[src/rtl/afs_pkg.sv]
// ****************************************************************
// Shared constants of the filter and power sequencer
// ****************************************************************
package afs_pkg;

    // Core clock rate
    localparam int unsigned CLK_HZ          = 20_000_000;
    localparam int unsigned CYC_PER_MS      = CLK_HZ / 1000;

    // Times as specified, in their own units
    localparam int unsigned STARTUP_MS      = 1;
    localparam int unsigned SETTLE_FAST_MS  = 120;
    localparam int unsigned SETTLE_SLOW_MS  = 300;
    localparam int unsigned SETTLE_FAST_CNV = 2;
    localparam int unsigned SETTLE_SLOW_CNV = 3;
    localparam int unsigned RDY_GUARD_NS    = 1000;

    // Derived cycle counts
    localparam int unsigned STARTUP_CYC   = CYC_PER_MS * STARTUP_MS;
    localparam int unsigned CONV_FAST_CYC = CYC_PER_MS * SETTLE_FAST_MS / SETTLE_FAST_CNV;
    localparam int unsigned CONV_SLOW_CYC = CYC_PER_MS * SETTLE_SLOW_MS / SETTLE_SLOW_CNV;
    localparam int unsigned RDY_GUARD_CYC = (RDY_GUARD_NS * (CLK_HZ / 1_000_000) + 999) / 1000;

    // Datapath widths
    localparam int CNT_W    = 22;
    localparam int WORD_W   = 32;
    localparam int RESULT_W = 24;
    localparam int BIT_W    = 6;
    localparam int CNV_W    = 2;

    // Register map, byte addresses
    localparam int          ADR_W      = 4;
    localparam logic [3:0]  REG_DATA   = 4'h0;
    localparam logic [3:0]  REG_STATUS = 4'h4;
    localparam logic [3:0]  REG_MASK   = 4'h8;
    localparam logic [3:0]  REG_STATE  = 4'hc;

    // Event bits of status and mask
    localparam int          EV_W       = 5;
    localparam int          EV_NEW     = 0;
    localparam int          EV_SETTLED = 1;
    localparam int          EV_FILT    = 2;
    localparam int          EV_PDOWN   = 3;
    localparam int          EV_MISS    = 4;
    localparam logic [4:0]  MASK_RST   = 5'h00;

    // Sequencer states
    typedef enum logic [1:0] {
        SQ_OFF    = 2'b00,
        SQ_START  = 2'b01,
        SQ_SETTLE = 2'b10,
        SQ_RUN    = 2'b11
    } afs_seq_type;

endpackage : afs_pkg

[src/rtl/afs_pins_if.sv]
`timescale 1ns/1ps
`default_nettype none
// ****************************************************************
// Filtered pin levels between synchroniser and sequencer
// ****************************************************************
interface afs_pins_if;
    logic pwr_n;
    logic filt;
    logic sclk;
    logic gain;
    modport src (output pwr_n, output filt, output sclk, output gain);
    modport dst (input pwr_n, input filt, input sclk, input gain);
endinterface : afs_pins_if
`default_nettype wire

[src/rtl/afs_pin_sync.sv]
`timescale 1ns/1ps
`default_nettype none
// ****************************************************************
// Three-stage pin synchroniser with agreement filter
// ****************************************************************
module afs_pin_sync (
    // Clock and reset
    input  wire logic   clk_i,
    input  wire logic   rst_i,
    // Raw pins
    input  wire logic   pwr_n_i,
    input  wire logic   filt_i,
    input  wire logic   sclk_i,
    input  wire logic   gain_i,
    // Filtered levels
    afs_pins_if.src     pins
);
    logic [3:0] s1_q, s2_q, s3_q, lvl_q;
    logic [3:0] s1_d, s2_d, s3_d, lvl_d;

    // Level changes only once stages two and three agree
    always_comb begin
        s1_d  = {gain_i, sclk_i, filt_i, pwr_n_i};
        s2_d  = s1_q;
        s3_d  = s2_q;
        lvl_d = lvl_q;
        for (int i = 0; i < 4; i++) begin
            if (s2_q[i] == s3_q[i]) begin
                lvl_d[i] = s3_q[i];
            end
        end
    end

    // Stage registers
    always_ff @(posedge clk_i) begin
        if (rst_i) begin
            // Serial clock resets to its idle high level: no false edge
            s1_q  <= 4'h4;
            s2_q  <= 4'h4;
            s3_q  <= 4'h4;
            lvl_q <= 4'h4;
        end else begin
            s1_q  <= s1_d;
            s2_q  <= s2_d;
            s3_q  <= s3_d;
            lvl_q <= lvl_d;
        end
    end

    assign pins.pwr_n = lvl_q[0];
    assign pins.filt  = lvl_q[1];
    assign pins.sclk  = lvl_q[2];
    assign pins.gain  = lvl_q[3];
endmodule : afs_pin_sync
`default_nettype wire

[src/rtl/afs_sequencer.sv]
// Decided for this implementation: the register offsets and the Wishbone register port.
`timescale 1ns/1ps
`default_nettype none
module afs_sequencer #(
    parameter int unsigned START_CYC     = afs_pkg::STARTUP_CYC,
    parameter int unsigned CONV_FAST_CYC = afs_pkg::CONV_FAST_CYC,
    parameter int unsigned CONV_SLOW_CYC = afs_pkg::CONV_SLOW_CYC,
    parameter int unsigned GUARD_CYC     = afs_pkg::RDY_GUARD_CYC,
    parameter logic [1:0]  ID_CODE       = 2'h1,   // Arbitrary value
    parameter logic [1:0]  PAT_CODE      = 2'h1
) (
    // Clock and reset
    input  wire logic                          clk_i,
    input  wire logic                          rst_i,
    // Device pins
    input  wire logic                          power_down_reset_n_i,
    input  wire logic                          filter_sel_i,
    input  wire logic                          gain_sel_i,
    input  wire logic                          sclk_i,
    output logic                               dout_rdy_o,
    output logic                               dout_rdy_oe_o,
    output logic                               bridge_ground_switch_o,
    // Conversion datapath
    input  wire logic [afs_pkg::RESULT_W-1:0]  conv_data_i,
    input  wire logic                          conv_err_i,
    // Wishbone slave
    input  wire logic                          wb_cyc_i,
    input  wire logic                          wb_stb_i,
    input  wire logic                          wb_we_i,
    input  wire logic [afs_pkg::ADR_W-1:0]     wb_adr_i,
    input  wire logic [3:0]                    wb_sel_i,
    input  wire logic [31:0]                   wb_dat_i,
    output logic [31:0]                        wb_dat_o,
    output logic                               wb_ack_o,
    // Interrupt
    output logic                               irq_o
);
    localparam int CW = afs_pkg::CNT_W;

    // ************************************************************
    // Parameter checks
    // ************************************************************
    if (START_CYC < 1 || GUARD_CYC < 1 || CONV_FAST_CYC <= GUARD_CYC + 1 ||
        CONV_SLOW_CYC <= GUARD_CYC + 1 || CONV_SLOW_CYC >= (1 << CW) ||
        CONV_FAST_CYC >= (1 << CW) || START_CYC >= (1 << CW)) begin : g_bad_param
        $error("afs_sequencer: cycle counts out of range");
    end

    // Last count value of one conversion period
    function automatic logic [CW-1:0] per_last(input logic sel);
        per_last = sel ? CW'(CONV_SLOW_CYC - 1) : CW'(CONV_FAST_CYC - 1);
    endfunction : per_last

    // Conversions needed for filter settling
    function automatic logic [afs_pkg::CNV_W-1:0] settle_n(input logic sel);
        settle_n = sel ? afs_pkg::CNV_W'(afs_pkg::SETTLE_SLOW_CNV)
                       : afs_pkg::CNV_W'(afs_pkg::SETTLE_FAST_CNV);
    endfunction : settle_n

    // ************************************************************
    // Pin synchronisers
    // ************************************************************
    afs_pins_if pins ();

    // All four pins cross into the core domain here
    afs_pin_sync u_sync (
        .clk_i   (clk_i),
        .rst_i   (rst_i),
        .pwr_n_i (power_down_reset_n_i),
        .filt_i  (filter_sel_i),
        .sclk_i  (sclk_i),
        .gain_i  (gain_sel_i),
        .pins    (pins)
    );

    // ************************************************************
    // Conversion sequencer and serial shifter
    // ************************************************************
    afs_pkg::afs_seq_type             state_q, state_d;
    logic [CW-1:0]                    cnt_q, cnt_d;
    logic [afs_pkg::CNV_W-1:0]        cnv_q, cnv_d;
    logic                             sel_q, sel_d;
    logic [afs_pkg::RESULT_W-1:0]     data_q, data_d;
    logic [afs_pkg::WORD_W-1:0]       word_q, word_d;
    logic [afs_pkg::BIT_W-1:0]        bit_q, bit_d;
    logic                             pend_q, pend_d;
    logic                             dout_q, dout_d;
    logic                             oe_q, oe_d;
    logic                             brg_q, brg_d;
    logic                             sclk_q, sclk_d;
    logic [afs_pkg::EV_W-1:0]         ev;
    logic                             tick, rise, fall, abort;
    logic [7:0]                       stat_byte;

    assign tick  = (cnt_q == '0);
    assign rise  = pins.sclk & ~sclk_q;
    assign fall  = ~pins.sclk & sclk_q;
    assign abort = ~pins.pwr_n | ((state_q == afs_pkg::SQ_SETTLE ||
                                   state_q == afs_pkg::SQ_RUN) && pins.filt != sel_q);
    // Ready flag low, filter, error, id, gain, pattern
    assign stat_byte = {1'b0, sel_q, conv_err_i, ID_CODE, pins.gain, PAT_CODE};

    // Next-state logic of the sequencer
    always_comb begin
        state_d = state_q;
        cnt_d   = cnt_q;
        cnv_d   = cnv_q;
        sel_d   = sel_q;
        data_d  = data_q;
        word_d  = word_q;
        bit_d   = bit_q;
        pend_d  = pend_q;
        dout_d  = dout_q;
        ev      = '0;
        sclk_d  = pins.sclk;
        brg_d   = pins.pwr_n;
        oe_d    = pins.pwr_n;
        case (state_q)
            afs_pkg::SQ_OFF: begin
                dout_d = 1'b1;
                cnt_d  = CW'(START_CYC - 1);
                if (pins.pwr_n) begin
                    state_d = afs_pkg::SQ_START;
                end
            end
            afs_pkg::SQ_START: begin
                dout_d = 1'b1;
                if (tick) begin
                    // Clock is up: begin converting without any command
                    state_d = afs_pkg::SQ_SETTLE;
                    sel_d   = pins.filt;
                    cnt_d   = per_last(pins.filt);
                    cnv_d   = '0;
                end else begin
                    cnt_d = cnt_q - 1'b1;
                end
            end
            afs_pkg::SQ_SETTLE: begin
                dout_d = 1'b1;
                if (tick) begin
                    data_d = conv_data_i;
                    cnt_d  = per_last(sel_q);
                    cnv_d  = cnv_q + 1'b1;
                    if (cnv_q + 1'b1 == settle_n(sel_q)) begin
                        state_d = afs_pkg::SQ_RUN;
                        word_d  = {conv_data_i, stat_byte};
                        bit_d   = '0;
                        pend_d  = 1'b1;
                        dout_d  = 1'b0;
                        ev[afs_pkg::EV_NEW]     = 1'b1;
                        ev[afs_pkg::EV_SETTLED] = 1'b1;
                    end
                end else begin
                    cnt_d = cnt_q - 1'b1;
                end
            end
            afs_pkg::SQ_RUN: begin
                if (tick) begin
                    // New result resets the shifter mid-word if need be
                    data_d = conv_data_i;
                    cnt_d  = per_last(sel_q);
                    word_d = {conv_data_i, stat_byte};
                    bit_d  = '0;
                    pend_d = 1'b1;
                    dout_d = 1'b0;
                    ev[afs_pkg::EV_NEW] = 1'b1;
                end else begin
                    cnt_d = cnt_q - 1'b1;
                    if (pend_q && cnt_q == CW'(GUARD_CYC)) begin
                        // Unread word withdrawn before the register changes
                        pend_d = 1'b0;
                        dout_d = 1'b1;
                        ev[afs_pkg::EV_MISS] = 1'b1;
                    end else if (pend_q && fall &&
                                 bit_q != afs_pkg::BIT_W'(afs_pkg::WORD_W)) begin
                        // Data moves on the falling edge, MSB first
                        dout_d = word_q[afs_pkg::WORD_W-1];
                        word_d = {word_q[afs_pkg::WORD_W-2:0], 1'b1};
                        bit_d  = bit_q + 1'b1;
                    end else if (pend_q && rise &&
                                 bit_q == afs_pkg::BIT_W'(afs_pkg::WORD_W)) begin
                        // Each result can be read only once
                        pend_d = 1'b0;
                        dout_d = 1'b1;
                    end
                end
            end
            default: begin
                state_d = afs_pkg::SQ_OFF;
            end
        endcase
        // Filter flip restarts the whole chain with the new response
        if (state_q != afs_pkg::SQ_OFF && state_q != afs_pkg::SQ_START &&
            pins.filt != sel_q) begin
            state_d = afs_pkg::SQ_SETTLE;
            sel_d   = pins.filt;
            cnt_d   = per_last(pins.filt);
            cnv_d   = '0;
            pend_d  = 1'b0;
            bit_d   = '0;
            dout_d  = 1'b1;
            ev[afs_pkg::EV_FILT] = 1'b1;
        end
        // Power-down outranks everything and clears the logic
        if (!pins.pwr_n) begin
            if (state_q != afs_pkg::SQ_OFF) begin
                ev[afs_pkg::EV_PDOWN] = 1'b1;
            end
            state_d = afs_pkg::SQ_OFF;
            cnv_d   = '0;
            data_d  = '0;
            word_d  = '0;
            bit_d   = '0;
            pend_d  = 1'b0;
            dout_d  = 1'b1;
        end
    end

    // Sequencer registers
    always_ff @(posedge clk_i) begin
        if (rst_i) begin
            state_q <= afs_pkg::SQ_OFF;
            cnt_q   <= '0;
            cnv_q   <= '0;
            sel_q   <= 1'b0;
            data_q  <= '0;
            word_q  <= '0;
            bit_q   <= '0;
            pend_q  <= 1'b0;
            dout_q  <= 1'b1;
            oe_q    <= 1'b0;
            brg_q   <= 1'b0;
            sclk_q  <= 1'b1;
        end else begin
            state_q <= state_d;
            cnt_q   <= cnt_d;
            cnv_q   <= cnv_d;
            sel_q   <= sel_d;
            data_q  <= data_d;
            word_q  <= word_d;
            bit_q   <= bit_d;
            pend_q  <= pend_d;
            dout_q  <= dout_d;
            oe_q    <= oe_d;
            brg_q   <= brg_d;
            sclk_q  <= sclk_d;
        end
    end

    assign dout_rdy_o             = dout_q;
    assign dout_rdy_oe_o          = oe_q;
    assign bridge_ground_switch_o = brg_q;

    // ************************************************************
    // Wishbone registers and interrupt
    // ************************************************************
    logic                     ack_q, ack_d;
    logic [31:0]              dat_q, dat_d;
    logic [afs_pkg::EV_W-1:0] stat_q, stat_d;
    logic [afs_pkg::EV_W-1:0] mask_q, mask_d;
    logic                     irq_q, irq_d;
    logic                     req;

    // One wait state keeps read data registered
    assign req = wb_cyc_i & wb_stb_i & ~ack_q;

    // Decode, read-to-clear status, mask write
    always_comb begin
        ack_d  = req;
        dat_d  = '0;
        mask_d = mask_q;
        stat_d = stat_q;
        if (req && !wb_we_i) begin
            case (wb_adr_i)
                afs_pkg::REG_DATA:   dat_d = {8'h00, data_q};
                afs_pkg::REG_STATUS: dat_d = {27'h0, stat_q};
                afs_pkg::REG_MASK:   dat_d = {27'h0, mask_q};
                afs_pkg::REG_STATE:  dat_d = {16'h0, 2'h0, bit_q, pend_q, pins.pwr_n,
                                              cnv_q, sel_q, dout_q, state_q};
                default:             dat_d = '0;
            endcase
            if (wb_adr_i == afs_pkg::REG_STATUS) begin
                stat_d = '0;
            end
        end
        if (req && wb_we_i && wb_sel_i[0] && wb_adr_i == afs_pkg::REG_MASK) begin
            mask_d = wb_dat_i[afs_pkg::EV_W-1:0];
        end
        // A new event wins over the clear in the same cycle
        stat_d = stat_d | ev;
        irq_d  = |(stat_d & mask_d);
    end

    // Bus and interrupt registers
    always_ff @(posedge clk_i) begin
        if (rst_i) begin
            ack_q  <= 1'b0;
            dat_q  <= '0;
            stat_q <= '0;
            mask_q <= afs_pkg::MASK_RST;
            irq_q  <= 1'b0;
        end else begin
            ack_q  <= ack_d;
            dat_q  <= dat_d;
            stat_q <= stat_d;
            mask_q <= mask_d;
            irq_q  <= irq_d;
        end
    end

    assign wb_ack_o = ack_q;
    assign wb_dat_o = dat_q;
    assign irq_o    = irq_q;
endmodule : afs_sequencer
`default_nettype wire

[config.mk]
export PLATFORM = sky130hd
export DESIGN_NAME = afs_sequencer
export DESIGN_NICKNAME = d
export VERILOG_FILES = /design/src/rtl/afs_pkg.sv /design/src/rtl/afs_pins_if.sv /design/src/rtl/afs_pin_sync.sv /design/src/rtl/afs_sequencer.sv
export SDC_FILE = /design/constraint.sdc
export NUM_CORES = 1
export LEC_CHECK = 0
export ABC_AREA = 0
export BUFFER_PORTS_ARGS = -buffer_cell sky130_fd_sc_hd__buf_2
export CAP_MARGIN = 20
export CORE_MARGIN = 2
export CORE_UTILIZATION = 35
export CTS_CLUSTER_SIZE = 8
export DETAILED_ROUTE_END_ITERATION = 8
export GPL_TIMING_DRIVEN = 1
export SETUP_SLACK_MARGIN = 0.15
export SYNTH_ARGS = -nofsm -noshare
export SYNTH_HDL_FRONTEND = slang
export SYNTH_SLANG_ARGS = --single-unit
[constraint.sdc]
create_clock -name clk_i -period 2.77 [get_ports clk_i]
set_clock_uncertainty 0.2 [all_clocks]
set_input_delay 0 -clock clk_i [delete_from_list [all_inputs] [get_ports clk_i]]
set_output_delay 0 -clock clk_i [all_outputs]
set_load 0.01 [all_outputs]
==> flow_summary_export.csv, run 1 <==
group,metric,value,unit
layout,utilization,46.5,%
die,core,17300,µm²
route,drt_first_pass_iters,5,
setup_path,critPathKind,"flip-flop to flip-flop",
die,die_h,137,µm
layout,drive_above_1_share,19.6,%
yosys,synthCells,728,
yosys,syn-mean-instance-area,8.48,µm²
pwr,p_per_area,561,nW/µm²
global_routing,antenna_found_initial,0,
global_routing,grt_use_total,17.1,%
die,pin_count,111,
yosys,ys_ff_latch,145,
clock_tree,cts_buffers,17,
global_routing,grt_pass1_vias,5064,
yosys,seq_area_frac_synth,47.0,%
sta,worst_pin_slew,0.634,ns
clock_tree,cts_tree,"done",
sta,fmax,399,MHz
setup_path,ff2ff_path_depth,7,
sta,slew_headroom,57.7,%
global_routing,overflow,0,
global_routing,grt_max_degree,59,
clock_tree,clk_latency,0.43,ns
pwr,ir_drop,0.000454,V
clock_tree,clkTransAtPathRegs,0.06,ns
die,rows,48,
yosys,synth_area,6180,µm²
yosys,ys.flop_type,"dfxtp_1",
clock_tree,cts_root_buffer,"clkbuf_16",
yosys,ys_types,56,
die,die_x,137,µm
clock_tree,cts_htree_levels,4,
route,routed_via_density,5.03,
min_path,hold_depth,5,
place,port-buffer-count,72,
yosys,synth-edff-count,0,
layout,fin_area,8050,µm²
die,start_util,35.7,%
setup_path,critPathRequiredTime,2.90,ns
run_status,run_status,"finished clean",
clock_tree,clock_sinks,145,
clock_tree,cts_max_path_buffers,2,
yosys,async_reset_ff_share,0,%
place,routabilityCongestion,0.849,
sta,fin_crit_sh,90.5,%
sta,fin_crit,2.51,ns
setup_path,cp_max_fo,29,
route,wl,16.0,mm
min_path,hold_class,"input pin to flip-flop",
layout,area_growth,30.3,%
sta,slew_violations,0,
place,post_dp_cell_area,6880,µm²
place,dp_hpwl,10.4,mm
route,drt_iter0_markers,380,
run,drv_cap,0,
route,drc_errors,0,
setup_path,crit_path_end_kind,"flip-flop",
sta,finalSetupViolCount,0,
setup_path,worstPathArrival,2.63,ns
setup_path,slowest_stage,"dfxtp_1",
setup_path,start_kind,"flip-flop",
layout,fillers,1691,
layout,nets,949,
route,wire_per_inst,14.5,µm
setup_path,crit_chain,"nand2_1 > o22a_1 > a21oi_1 > o21a_2 > buf_12 > nor2_1 > a311oi_1",
yosys,yosys_warnings,0,
sta,report.final.hold_viol_count,0,
setup_path,slowest_delay,0.67,ns
sta,setup-tns-final,0,ns
sta,grt_setup_unrepaired,"true",
die,dieArea,18700,µm²
pwr,leakagePower,2.99,nW
global_routing,grt_pass1_wl,25.2,mm
route,ant_nets,0,
route,via_count,5558,
layout,antenna_cells,0,
[Yosys cell counts, types with 4 or more instances]
cell type / instances / area share (%)
nand3b_1: 5 / 0.61
a311oi_1: 28 / 4.0
nand2_1: 131 / 8.0
ha_1: 9 / 1.8
nor3_1: 18 / 1.5
nor2_1: 81 / 4.9
nand3_1: 16 / 1.3
o21a_1: 5 / 0.61
nor4b_1: 6 / 0.85
and2_1: 12 / 1.2
nor2b_1: 13 / 1.3
and3_1: 4 / 0.41
mux2i_1: 5 / 0.81
or2_2: 10 / 1.0
or3_1: 4 / 0.41
buf_4: 12 / 1.5
inv_1: 10 / 0.61
dfxtp_1: 145 / 47
nand2b_1: 4 / 0.41
clkbuf_1: 30 / 1.8
o21ai_0: 18 / 1.5
buf_2: 8 / 0.65
a22oi_1: 22 / 2.7
xnor2_1: 9 / 1.3
xor2_1: 11 / 1.6
a21oi_1: 60 / 4.9
[state kept, by name, indices dropped and copies added, names as in the netlist, 2 cells and up]
name          cells
data_q           24
u_sync.s3_q       4
word_q           32
cnv_q             2
u_sync.s2_q       4
wb_dat_o         24
stat_q            5
cnt_q            22
u_sync.s1_q       4
bit_q             6
mask_q            5
u_sync.lvl_q      4
state_q           2
[worst max-delay path: cells and delay by family (launching register included)]
family / cells / cell delay [ns]
AOI/OAI and AO/OA: 4 / 1.14
buffers and inverters: 1 / 0.19
DFF: 1 / 0.67
and+or+nand+nor: 2 / 0.19
[metrics by stage]
stage	hold slack [ns]	instances	power [mW]	setup slack, ns
final	0.0369	1104	4.51	0.264
after global routing	0.0719	1104	4.66	0.0979
after CTS	0.00249	1098	4.55	0.150
after detailed placement	-0.0113	1013	2.28	0.153
after global placement	-0.0115	1013	2.28	0.209
after floorplan	-0.0962	735	2.23	0.375
[metal layers]
metal / global-route usage, % / vias up / share of wire [%]
met5: 0 / - / 0
met4: 6.30 / 0 / 1.7
met3: 3.59 / 25 / 4.4
met2: 26.9 / 145 / 45
met1: 23.2 / 2613 / 49
li1: - / 2775 / -
[layout by cell type, fill, tap and decap left out, types with 9 or more instances in the layout]
| cell | n |
|---|---|
| a21oi_1 | 60 |
| buf_2 | 72 |
| dlygate4sd3_1 | 53 |
| xnor2_1 | 9 |
| dfxtp_1 | 145 |
| nand2_1 | 130 |
| and2_1 | 11 |
| buf_4 | 35 |
| nand3_1 | 16 |
| nor3_1 | 18 |
| or2_2 | 10 |
| inv_1 | 10 |
| a22oi_1 | 22 |
| o21ai_0 | 18 |
| ha_1 | 9 |
| clkbuf_16 | 17 |
| nor2b_1 | 13 |
| a311oi_1 | 28 |
| nor2_1 | 80 |
| xor2_1 | 11 |
[report_power, final]
part,internal [mW],switching [mW],leakage [nW],total (mW)
Clock,1.27,0.947,0.277,2.22
Sequential,2.10,0.00938,1.17,2.11
Combinational,0.0968,0.0830,1.54,0.180
[layout make-up]
type | count | area (µm²) | area share [%]
clock buffers | 19 | 443 | 5.50
inverters | 10 | 37.5 | 0.466
well taps | 225 | 282 | 3.50
multi-input cells | 527 | 3020 | 37.6
repair buffers | 165 | 1240 | 15.4
clock inverters | 13 | 124 | 1.54
flip-flops and latches | 145 | 2900 | 36.1
[repair_timing]
item	CTS	global route
hold buffers	53	0
gates resized for setup	0	7
setup endpoints to repair	0	42
hold endpoints to repair	96	0
setup buffers	0	6
[path summary, 6_finish.rpt]
kind,startpoint,end,slack [ns]
hold reg to reg,u_sync.s1_q[2],u_sync.s2_q[2],0.21
setup reg to reg,sel_q,word_q[29],0.26
hold / removal,wb_adr_i[0],wb_dat_o[4],0.04
setup / recovery,sel_q,word_q[29],0.26
[logic make-up after synthesis]
logic type               after synthesis  share of synthesized area (%)
AO/OA/AOI/OAI                        164                           17.5
other                                  1                         0.0607
flip-flops                           145                           47.0
multiplexers                           6                          0.993
AND/OR/NAND/NOR                      320                           24.7
adder cells (fa/ha/maj)                9                           1.82
buffers and inverters                 63                           5.09
XOR/XNOR                              20                           2.84
Power figures use the tool's default switching activity.
==> inputs of run 2 (changes only) <==
--- a/config.mk
+++ b/config.mk
@@ -8,11 +8,14 @@
 export ABC_AREA = 0
 export BUFFER_PORTS_ARGS = -buffer_cell sky130_fd_sc_hd__buf_2
 export CAP_MARGIN = 20
+export CELL_PAD_IN_SITES_DETAIL_PLACEMENT = 0
+export CELL_PAD_IN_SITES_GLOBAL_PLACEMENT = 1
 export CORE_MARGIN = 2
 export CORE_UTILIZATION = 35
 export CTS_CLUSTER_SIZE = 8
 export DETAILED_ROUTE_END_ITERATION = 8
 export GPL_TIMING_DRIVEN = 1
+export PLACE_DENSITY_LB_ADDON = 0.1
 export SETUP_SLACK_MARGIN = 0.15
 export SYNTH_ARGS = -nofsm -noshare
 export SYNTH_HDL_FRONTEND = slang
==> flow_summary_export.csv, run 2 (same netlist as run 1, synthesis figures left out) <==
group,metric,value,unit
route,drt_first_pass_iters,5,
layout,largest_reg_flops,32,
clock_tree,cts_htree_levels,4,
die,die_h,137,µm
setup_path,start_kind,"flip-flop",
setup_path,cp_max_fo,37,
pwr,clockPowerShare,48.5,%
sta,grt_setup_unrepaired,"true",
setup_path,critPathKind,"flip-flop to flip-flop",
sta,fin_crit_sh,90.3,%
clock_tree,clock_sinks,145,
layout,area_growth,29.6,%
route,wl,16.6,mm
pwr,switchingPower,1.06,mW
pwr,swShare,24.0,%
clock_tree,cts_tree,"done",
sta,report.final.hold_viol_count,0,
global_routing,grt_use_total,18.1,%
sta,fmax,400,MHz
die,start_util,35.7,%
sta,worst_pin_slew,0.728,ns
global_routing,grt_pass1_vias,5251,
sta,setup-tns-final,0,ns
sta,fin_ws,0.269,ns
pwr,sequentialPowerShare,47.7,%
place,dp_hpwl,11.4,mm
global_routing,antenna_found_initial,0,
route,via_count,5438,
layout,top_register,"word_q",
pwr,comb_power_share,3.9,%
sta,fin_crit,2.50,ns
sta,finalSetupViolCount,0,
route,wire_per_inst,15.2,µm
die,core,17300,µm²
pwr,p_per_area,553,nW/µm²
clock_tree,clkTransAtPathRegs,0.06,ns
die,rows,48,
layout,nets,938,
clock_tree,cts_max_path_buffers,2,
place,pre_cts_slack,0.171,ns
die,die_x,137,µm
die,dieArea,18700,µm²
layout,final_cell_mix,"dfxtp_1, nand2_1, nor2_1",
layout,utilization,46.3,%
global_routing,overflow,0,
global_routing,grt_max_degree,59,
sta,slew_violations,0,
sta,slew_headroom,51.3,%
setup_path,worstPathArrival,2.62,ns
layout,drive_above_1_share,19.8,%
clock_tree,cts_root_buffer,"clkbuf_16",
clock_tree,clk_latency,0.42,ns
layout,antenna_cells,0,
run_status,run_status,"finished clean",
layout,final_common_cell,"dfxtp_1",
pwr,leakagePower,2.94,nW
place,port-buffer-count,72,
route,routed_via_density,4.98,
clock_tree,cts_buffers,17,
setup_path,critPathRequiredTime,2.89,ns
run,drv_cap,0,
pwr,p_int,3.36,mW
pwr,ir_drop,0.000393,V
route,drc_errors,0,
setup_path,crit_path_end_kind,"flip-flop",
min_path,hold_class,"input pin to flip-flop",
die,pin_count,111,
route,drt_iter0_markers,282,
place,routabilityCongestion,0.830,
global_routing,grt_pass1_wl,26.6,mm
route,ant_nets,0,
-- run 2: layer usage --
| metal | wire length (µm) | up-vias | track usage, % |
|---|---|---|---|
| met5 | 0 | - | 0 |
| met2 | 8010 | 91 | 30.6 |
| met3 | 482 | 10 | 3.74 |
| li1 | - | 2766 | - |
| met4 | 101 | 0 | 4.52 |
| met1 | 8000 | 2571 | 23.6 |
-- run 2: what timing repair did --
action	CTS	global route
endpoints found under the setup margin	0	45
endpoints found under the hold margin	92	0
setup buffers	0	0
hold buffers	47	0
gates resized for setup	0	13
-- run 2: worst max-delay path, cell delays in order (launching register included) --
cell and delay, ns:
dfxtp_1 0.34, or4_4 0.57, nor4_4 0.30, and2_2 0.26, o21a_4 0.21, buf_12 0.20, nor2_1 0.06, a311oi_1 0.25
-- run 2: final timing paths --
path | startpoint | to | slack (ns) | cells past startpoint
max reg2reg | cnt_q[15] | word_q[28] | 0.27 | 7
min reg2reg | u_sync.s1_q[2] | u_sync.s2_q[2] | 0.21 | 1
max | cnt_q[15] | word_q[28] | 0.27 | 7
min | wb_adr_i[1] | wb_dat_o[1] | 0.02 | 5
-- run 2: power by group through the flow --
| stage | sequential (mW) | combinational [mW] | clock [mW] |
|---|---|---|---|
| 6_report | 2.11 | 0.171 | 2.15 |
| 4_1_cts | 2.11 | 0.171 | 2.20 |
| 3_5_place_dp | 2.16 | 0.124 | 0 |
| 3_3_place_gp | 2.16 | 0.122 | 0 |
| 2_1_floorplan | 2.15 | 0.0729 | 0 |
| 5_1_grt | 2.11 | 0.189 | 2.31 |
-- run 2: area by class of cell --
cell class                      count  area (µm²)
Tap cell                          225         282
Inverter                           10        37.5
Clock inverter                     15         126
Timing Repair Buffer              154        1190
Sequential cell                   145        2910
Clock buffer                       17         425
Fill cell                        1713        9290
Multi-Input combinational cell    527        3030
-- run 2: metrics by stage --
stage               power (mW)  hold slack, ns  area [µm²]  cells
detailed placement        2.28        -0.00880        6910   1013
CTS                       4.49         0.00497        7930   1092
floorplan                 2.23         -0.0962        6200    735
global route              4.61          0.0257        8000   1093
finish                    4.43          0.0249        8000   1093
global placement          2.28         -0.0159        6910   1013
